File: config.mk
export PLATFORM = sky130hd
export DESIGN_NAME = pgs_bank
export DESIGN_NICKNAME = d
export VERILOG_FILES = /design/src/hw/pgs_pkg.sv /design/src/hw/pgs_vdecode.sv /design/src/hw/pgs_bank.sv
export VERILOG_INCLUDE_DIRS = /design/src /design/src/hw
export SDC_FILE = /design/constraint.sdc
export NUM_CORES = 1
export LEC_CHECK = 0
export BUFFER_PORTS_ARGS = -buffer_cell sky130_fd_sc_hd__buf_2
export CORE_ASPECT_RATIO = 0.6
export CORE_MARGIN = 1.5
export CORE_UTILIZATION = 48
export DETAILED_ROUTE_END_ITERATION = 8
export PLACE_DENSITY = 0.87
export REMOVE_ABC_BUFFERS = 1
export SLEW_MARGIN = 5
export SYNTH_ARGS = -nofsm -noshare
export SYNTH_HDL_FRONTEND = slang
export SYNTH_SLANG_ARGS = --single-unit
export TNS_END_PERCENT = 1
File: constraint.sdc
create_clock -name clk_sys_i -period 2.4 [get_ports clk_sys_i]
set_clock_uncertainty 0.2 [all_clocks]
set_input_delay 0.24 -clock clk_sys_i [delete_from_list [all_inputs] [get_ports clk_sys_i]]
set_output_delay 0.24 -clock clk_sys_i [all_outputs]
set_load 0.03 [all_outputs]
File: src/hw/pgs_map.svh
// Register offsets, field positions and reset values for the power-good register bank
`ifndef PGS_MAP_SVH
`define PGS_MAP_SVH
`define PGS_ADDR_VSEL3 8'h35
`define PGS_ADDR_STATUS 8'h36
`define PGS_ADDR_ROUTE 8'h37
`define PGS_BIT_SUPPLY 3
`define PGS_BIT_BATT 2
`define PGS_BIT_BOOST 1
`define PGS_BIT_REG1 0
`define PGS_FIELD_MSB 3
`define PGS_VSEL3_RST_DEF 4'h2
`define PGS_ROUTE_RST_DEF 4'h9
`define PGS_ROUTE_FIXED_MASK 4'h9
`define PGS_MV_WIDTH 13
`endif

File: src/hw/pgs_pkg.sv
// Types shared by the power-good register bank
package pgs_pkg;
    // Register access request from the serial front end
    typedef struct packed {
        logic       wr;
        logic       rd;
        logic [7:0] addr;
        logic [7:0] wdata;
    } pgs_req_t;
    // Live analog good indications
    typedef struct packed {
        logic supply;
        logic batt;
        logic boost;
        logic reg1;
    } pgs_good_t;
    // Regulator output mode
    typedef enum logic { PGS_MODE_LDO, PGS_MODE_SWITCH } pgs_mode_t;
endpackage

File: src/hw/pgs_vdecode.sv
// Voltage code to millivolt decoder for a linear regulator channel
`timescale 1ns/10ps
`include "pgs_map.svh"
module pgs_vdecode
    import pgs_pkg::*;
(
    // Code in
    input wire logic [3:0] code_i,
    input wire pgs_mode_t mode_i,
    // Target out
    output logic [`PGS_MV_WIDTH-1:0] mv_o,
    output logic active_o
);
    // Table lookup; switch mode leaves the code without effect
    always_comb
    begin
        active_o = (mode_i == PGS_MODE_LDO);
        case (code_i)
            4'h0: mv_o = 13'd4200;
            4'h1: mv_o = 13'd3600;
            4'h2: mv_o = 13'd3300;
            4'h3: mv_o = 13'd3150;
            4'h4: mv_o = 13'd3000;
            4'h5: mv_o = 13'd2850;
            4'h6: mv_o = 13'd2500;
            4'h7: mv_o = 13'd2300;
            4'h8: mv_o = 13'd2100;
            4'h9: mv_o = 13'd1800;
            4'ha: mv_o = 13'd1500;
            4'hb: mv_o = 13'd1400;
            4'hc: mv_o = 13'd1300;
            4'hd: mv_o = 13'd1200;
            4'he: mv_o = 13'd1100;
            default: mv_o = 13'd1000;
        endcase
        if (!active_o)
        begin
            mv_o = '0;
        end
    end
endmodule // pgs_vdecode

File: src/hw/pgs_bank.sv
// Power-good status, pin route and regulator 3 voltage registers
// Behaviour
// - The regulator 3 four-bit code maps 0000..1111 to 4.20 V down to 1.00 V in the fixed table.
// - In load-switch mode the regulator 3 code has no effect on the output target.
// - Status bit 3 reads live supply-in-range: above supply-ok and below overvoltage.
// - Status bit 2 reads live battery above the weak threshold.
// - Status bit 1 reads live boost power good, meaningful in standalone fixed-output mode only.
// - Status bit 0 reads live regulator 1 power good, not meaningful in load-switch mode.
// - Route bit 3 puts supply-in-range on the good pin; it resets to a factory value.
// - Route bit 2 puts battery-ok on the good pin; it resets to 0.
// - Route bit 1 puts boost good on the pin, only in boost standalone mode; it resets to 0.
// - Route bit 0 puts regulator 1 good on the pin, not in load-switch mode; factory reset value.
// - Regulator 3 mode bit 0 is linear regulator, 1 is load switch, default regulator.
// - Regulator 1 mode bit 0 is linear regulator, 1 is load switch, default regulator.
`timescale 1ns/10ps
`include "pgs_map.svh"
module pgs_bank
    import pgs_pkg::*;
#(
    // Factory trim values, arbitrary defaults
    parameter logic [3:0] VSEL3_FACTORY = `PGS_VSEL3_RST_DEF,
    parameter logic [3:0] ROUTE_FACTORY = `PGS_ROUTE_RST_DEF
)
(
    // Clock and reset
    input wire logic clk_sys_i,
    input wire logic rst_n_i,
    // Register access
    input wire pgs_req_t req_i,
    output logic [7:0] rdata_o,
    output logic rvalid_o,
    // Analog state
    input wire pgs_good_t good_i,
    input wire logic regulator1_switch_select_i,
    input wire logic regulator3_switch_select_i,
    input wire logic boost_standalone_i,
    // Outputs
    output logic power_good_pin_o,
    output logic [`PGS_MV_WIDTH-1:0] regulator3_target_mv_o,
    output logic regulator3_regulating_o
);
    // Stored fields
    logic [3:0] regulator3_voltage_code_q;
    logic [3:0] route_q;
    // Write strobes decoded from the request
    logic wr_code_w;
    logic wr_route_w;
    // Live status and effective pin routes
    logic [3:0] status_w;
    logic [3:0] route_eff_w;
    logic boost_route_en_w;
    logic reg1_route_en_w;
    // Next values of the registered outputs
    logic power_good_pin_d;
    logic [7:0] rdata_d;
    logic rvalid_d;
    // Decoder results and channel modes
    logic [`PGS_MV_WIDTH-1:0] mv_w;
    logic active_w;
    pgs_mode_t mode1_w;
    pgs_mode_t mode3_w;

    // Modes from the configuration bits
    assign mode1_w = regulator1_switch_select_i ? PGS_MODE_SWITCH : PGS_MODE_LDO;
    assign mode3_w = regulator3_switch_select_i ? PGS_MODE_SWITCH : PGS_MODE_LDO;

    // Write decode; the status address is read-only, so a write there is dropped
    always_comb
    begin
        wr_code_w = 1'b0;
        wr_route_w = 1'b0;
        if (req_i.wr)
        begin
            wr_code_w = (req_i.addr == `PGS_ADDR_VSEL3);
            wr_route_w = (req_i.addr == `PGS_ADDR_ROUTE);
        end
    end

    // Live status image; no storage, so a read sees the level of that cycle
    always_comb
    begin
        status_w = '0;
        status_w[`PGS_BIT_SUPPLY] = good_i.supply;
        status_w[`PGS_BIT_BATT] = good_i.batt;
        status_w[`PGS_BIT_BOOST] = good_i.boost;
        status_w[`PGS_BIT_REG1] = good_i.reg1;
    end

    // Voltage code register
    always_ff @(posedge clk_sys_i)
    begin
        if (!rst_n_i)
        begin
            regulator3_voltage_code_q <= VSEL3_FACTORY;
        end
        else if (wr_code_w)
        begin
            regulator3_voltage_code_q <= req_i.wdata[`PGS_FIELD_MSB:0];
        end
    end

    // Pin route register; trim can never set the battery and boost route bits at reset
    always_ff @(posedge clk_sys_i)
    begin
        if (!rst_n_i)
        begin
            route_q <= (ROUTE_FACTORY & `PGS_ROUTE_FIXED_MASK);
        end
        else if (wr_route_w)
        begin
            route_q <= req_i.wdata[`PGS_FIELD_MSB:0];
        end
    end

    // Mode gates for the two conditional routes
    always_comb
    begin
        boost_route_en_w = boost_standalone_i;
        reg1_route_en_w = (mode1_w == PGS_MODE_LDO);
    end

    // Effective routes: a gated route is dropped rather than forcing the pin low
    always_comb
    begin
        route_eff_w = route_q;
        route_eff_w[`PGS_BIT_BOOST] = route_q[`PGS_BIT_BOOST] & boost_route_en_w;
        route_eff_w[`PGS_BIT_REG1] = route_q[`PGS_BIT_REG1] & reg1_route_en_w;
    end

    // Pin level; an empty selection reads as good
    always_comb
    begin
        power_good_pin_d = &(status_w | ~route_eff_w);
    end

    // Pin driven from a flop, low while in reset
    always_ff @(posedge clk_sys_i)
    begin
        if (!rst_n_i)
        begin
            power_good_pin_o <= 1'b0;
        end
        else
        begin
            power_good_pin_o <= power_good_pin_d;
        end
    end

    // Read mux; unmapped addresses read zero, upper nibble always zero
    always_comb
    begin
        rdata_d = 8'h00;
        case (req_i.addr)
            `PGS_ADDR_VSEL3:
            begin
                rdata_d = {4'h0, regulator3_voltage_code_q};
            end
            `PGS_ADDR_STATUS:
            begin
                rdata_d = {4'h0, status_w};
            end
            `PGS_ADDR_ROUTE:
            begin
                rdata_d = {4'h0, route_q};
            end
            default:
            begin
                rdata_d = 8'h00;
            end
        endcase
    end

    // Read strobe, answered one cycle later
    always_comb
    begin
        rvalid_d = req_i.rd;
    end

    // Read data; refreshed every cycle, so it follows the address even without a read
    always_ff @(posedge clk_sys_i)
    begin
        if (!rst_n_i)
        begin
            rdata_o <= 8'h00;
        end
        else
        begin
            rdata_o <= rdata_d;
        end
    end

    // Read valid pulse
    always_ff @(posedge clk_sys_i)
    begin
        if (!rst_n_i)
        begin
            rvalid_o <= 1'b0;
        end
        else
        begin
            rvalid_o <= rvalid_d;
        end
    end

    // Voltage table for regulator 3
    pgs_vdecode u_vdecode (
        .code_i(regulator3_voltage_code_q),
        .mode_i(mode3_w),
        .mv_o(mv_w),
        .active_o(active_w)
    );

    // Registered target; zero in reset so no level is requested before trim loads
    always_ff @(posedge clk_sys_i)
    begin
        if (!rst_n_i)
        begin
            regulator3_target_mv_o <= '0;
        end
        else
        begin
            regulator3_target_mv_o <= mv_w;
        end
    end

    // Registered regulating flag
    always_ff @(posedge clk_sys_i)
    begin
        if (!rst_n_i)
        begin
            regulator3_regulating_o <= 1'b0;
        end
        else
        begin
            regulator3_regulating_o <= active_w;
        end
    end
endmodule // pgs_bank

* Word level (Yosys, flattened, before mapping) *
Memories as Yosys holds them, arrays and structs flattened. A register that Yosys moved wholly into a read port is not among the register bits.
Cells that the tools add are included.

word-level totals
  latch bits = 0
  output and inout port bits = 24
  bits in read-only memories = 192
  register bits after elaboration = 32
  memories kept = 1
  RAM bits = 0

operators by class
  bitwise logic cells = 7
  reduce and logical (&&, ||, !) cells = 2
  equal/unequal tests = 3
  $lt $le $gt $ge = 0
  add/sub/neg operators = 0
  muxes and demuxes = 5
  multiply operators = 0
  shifts and indexed selects = 0
  div/mod/pow operators = 0

memory list
  memory            depth  bits a word  rd ports  clocked after memory_dff  write ports  RTL line           source
  (name not given)  16     12           1         1                         0            pgs_vdecode.sv:18  case (code_i)

operators by type and width
  cell                  count
  $eq A8 B6 Y1 const B  3
  $pmux W4 S3           1
  $mux W1               4
  $not A4 Y4            1
  $or A4 B4 Y4          1
  $reduce_and A4 Y1     1
  $not A1 Y1            3
  $and A1 B1 Y1         2
  $reduce_or A2 Y1      1

* Longest topological paths before layout *
  depth in word-level cells = 6
  gate-level depth with buffers = 5
  mapped depth without buffers = 5

* Hierarchy *
From an unflattened synthesis, not the netlist that was laid out.

second synthesis, totals
  cell total of the unflattened synthesis = 153
  area, all modules = 1440.1 um^2

by module, submodules not included
  module       area an instance (um^2)  sequential area each (um^2)  cells each  instances
  pgs_bank     1072.3                   560.5                        101         1
  pgs_vdecode  367.9                    0.0                          52          1

* Worst setup path before layout *
No wires, ideal clock.

  kind = register to register
  start point = register regulator3_voltage_code_q[1]
  end point = register regulator3_target_mv_o[4]
  data arrival time = 1414 ps
  data required time = 2135 ps
  cell stages (with the launch flop) = 5
  setup time = 65 ps
  path slack = 720 ps
  clock period less this slack = 1680 ps
  path buffers = 0
  path through = dfxtp_1 > inv_1 > ha_1 > mux4_2 > nor2_1

RTL lines
  what                      RTL line        source
  start: declaration        pgs_bank.sv:43  logic [3:0] regulator3_voltage_code_q;
  start signal: assignment  pgs_bank.sv:98  regulator3_voltage_code_q <= req_i.wdata[`PGS_FIELD_MSB:0];
  end: declaration          pgs_bank.sv:39  output logic [`PGS_MV_WIDTH-1:0] regulator3_target_mv_o,

==> impl_metrics.py <==
metrics = {
    "clock_tree": {
        "clk_pin_slew_worst_paths_ns": 0.09,
        "cts_root_buffer": "clkbuf_8",
        "cts_tree": "yes",
        "htreeDepth": 1,
        "clock-sinks": 27,
        "post_cts_buffers": 0,
        "cts_buffers": 3,
        "cts_hold_buf": 1,
        "insertion_delay_ns": 0.27,
        "cts_buffer_depth": 2,
        "cts-resized-gates": 0,
    },
    "detailed_routing": {
        "dr.pass1.iters": 4,
        "antenna_left": 0,
        "wl_per_cell_um": 13.3,
        "dr_total_vias": 1121,
        "via_per_inst": 5.34,
        "wirelength_um": 2790,
        "drc": 0,
        "drt_iter0_markers": 129,
    },
    "grt": {
        "antenna_found_initial": 0,
        "met3_usage_pct": 4.65,
        "grt_pass1_wl_um": 4630,
        "met2_usage_pct": 34.4,
        "grt_pass1_vias": 1048,
        "use_met1_pct": 23.3,
        "grt_max_degree": 20,
        "grt-busiest-layer": "met2",
        "grt.total_usage_pct": 19.4,
        "overflow": 0,
    },
    "timing": {
        "setup_viol": 0,
        "tightest_slew_ns": 0.592,
        "fin_crit_sh_pct": 82.4,
        "holdWs_ns": 0.0167,
        "max_slew_margin_pct": 60.5,
        "rsz0062_at_grt": "false",
        "fmax_mhz": 506,
        "finalHoldViolCount": 0,
        "slew_viol_final": 0,
        "fin_crit_ns": 1.98,
        "tns_ns": 0,
    },
    "place": {
        "place_congestion": 0.865,
        "postPlaceCellArea_mm2": 0.00152,
        "port_buffers": 41,
        "hpwl_um": 2140,
    },
    "synth": {
        "synth_warnings": 0,
        "ys_types": 32,
        "ys_seq_area_share_pct": 40.9,
        "ys_seq_elements": 27,
        "synthArstFlopShare_pct": 0,
        "netlist_area_mm2": 0.00132,
        "synth_edf_count": 0,
        "ys.flop_type": "dfxtp_1",
        "synthCells": 139,
        "synth.avg_cell_area_um2": 9.51,
    },
    "cells_and_area": {
        "fin_area_mm2": 0.00157,
        "fin_util_pct": 61.5,
        "n_antenna_cell": 0,
        "mostFrequentLayoutCell": "buf_2",
        "area_delta_synth_final_pct": 19.1,
        "layout.nets": 213,
        "drive_gt1_share_pct": 31.5,
        "final_cell_mix": "buf_2, dfxtp_1, nor2_1",
        "fillers": 219,
    },
    "floorplan": {
        "io_pins": 51,
        "rows": 14,
        "coreArea_mm2": 0.00256,
        "die_area_mm2": 0.00309,
        "die_y_um": 43.6,
        "start_util_pct": 51.7,
        "die_w_um": 70.7,
    },
    "job": {
        "cap_violations": 0,
    },
    "setup_path": {
        "rrSetupSlack_ns": 0.42,
        "crit_path_start_kind": "flop",
        "cp-end-kind": "flop",
        "crit_required_ns": 2.41,
        "crit_type": "flop to flop",
        "arrival_ns": 1.99,
        "worstPathMaxFanout": 11,
    },
    "min_path": {
        "worstHoldPathType": "primary input to flop",
    },
    "pwr": {
        "p_int_uw": 607,
        "p_per_area_mw_per_mm2": 513,
        "irDropWorstVdd_uv": 255,
        "leakage_nw": 0.718,
        "pwr-share-comb_pct": 11.4,
        "p_sw_share_pct": 24.8,
        "clkPwrFrac_pct": 31.8,
        "p_seq_share_pct": 56.8,
        "switchingPower_uw": 201,
    },
    "status": {
        "status": "finished clean",
    },
}
[power by group through the flow]
stage / Sequential (mW) / Combinational, mW / Clock (mW)
floorplan: 0.486 / 0.0343 / 0
global placement: 0.468 / 0.0872 / 0
detailed placement: 0.469 / 0.0902 / 0
CTS: 0.458 / 0.0917 / 0.260
global route: 0.459 / 0.0990 / 0.283
finish: 0.458 / 0.0920 / 0.257
[cells in the mapped netlist (2+ instances only)]
library cell	count	area, µm²
a211oi_1	3	22.5
a21oi_1	4	20.0
a22oi_1	4	30.0
buf_2	3	15.0
buf_4	5	37.5
clkbuf_1	3	11.3
dfxtp_1	27	541
ha_1	7	87.6
inv_1	7	26.3
mux2_2	4	45.0
mux2i_1	10	100
mux4_2	2	45.0
nand2_1	12	45.0
nand2b_1	7	43.8
nor2_1	16	60.1
nor2b_1	7	43.8
nor3_1	2	10.0
nor3_2	2	20.0
[worst max-delay path, cell delays in order, from the launching register on]
cell	delay, ns
dfxtp_1	0.56
inv_1	0.19
ha_1	0.37
mux4_2	0.49
nor2_1	0.11
[path summary, 6_finish.rpt]
check,start,to,cells after the start
hold / removal,req_i[0],regulator3_voltage_code_q[0],3
setup reg to reg,regulator3_voltage_code_q[1],regulator3_target_mv_o[4],4
hold reg to reg,route_q[0],power_good_pin_o,1
setup / recovery,regulator3_voltage_code_q[1],regulator3_target_mv_o[4],4
[routing by layer]
metal / wire (µm) / vias up / part of all wire [%]
met5: 0 / - / 0
met4: 35 / 0 / 1.3
met3: 207 / 4 / 7.4
met2: 1360 / 54 / 49
met1: 1180 / 527 / 42
li1: - / 536 / -
[per-stage QoR]
stage	setup WS [ns]	instances	power (mW)
2_1_floorplan	0.718	132	0.521
3_3_place_gp	0.571	205	0.556
3_5_place_dp	0.479	205	0.559
4_1_cts	0.455	210	0.810
5_1_grt	0.336	210	0.841
6_report	0.423	210	0.807
[state kept, by name, summed over array words and instances (netlist names)]
register,count
power_good_pin_o,1
rdata_o,4
regulator3_regulating_o,1
regulator3_target_mv_o,12
regulator3_voltage_code_q,4
route_q,4
rvalid_o,1
[layout make-up]
class	instances	area, µm²	area share (%)
Sequential cell	27	541	34.3
Timing Repair Buffer	42	215	13.7
Tap cell	32	40.0	2.54
Clock buffer	3	41.3	2.62
Multi-Input combinational cell	97	702	44.6
Inverter	8	30.0	1.91
Clock inverter	1	5.00	0.318
[logic make-up after synthesis]
group                    Yosys count  share of synthesized area (%)
adder cells (fa/ha/maj)            7                           6.63
AO/OA/AOI/OAI                     15                           7.67
AND/OR/NAND/NOR                   54                           23.0
other                              1                          0.284
flip-flops                        27                           40.9
buffers and inverters             19                           7.10
multiplexers                      16                           14.4
(Power assumes the default switching activity.)
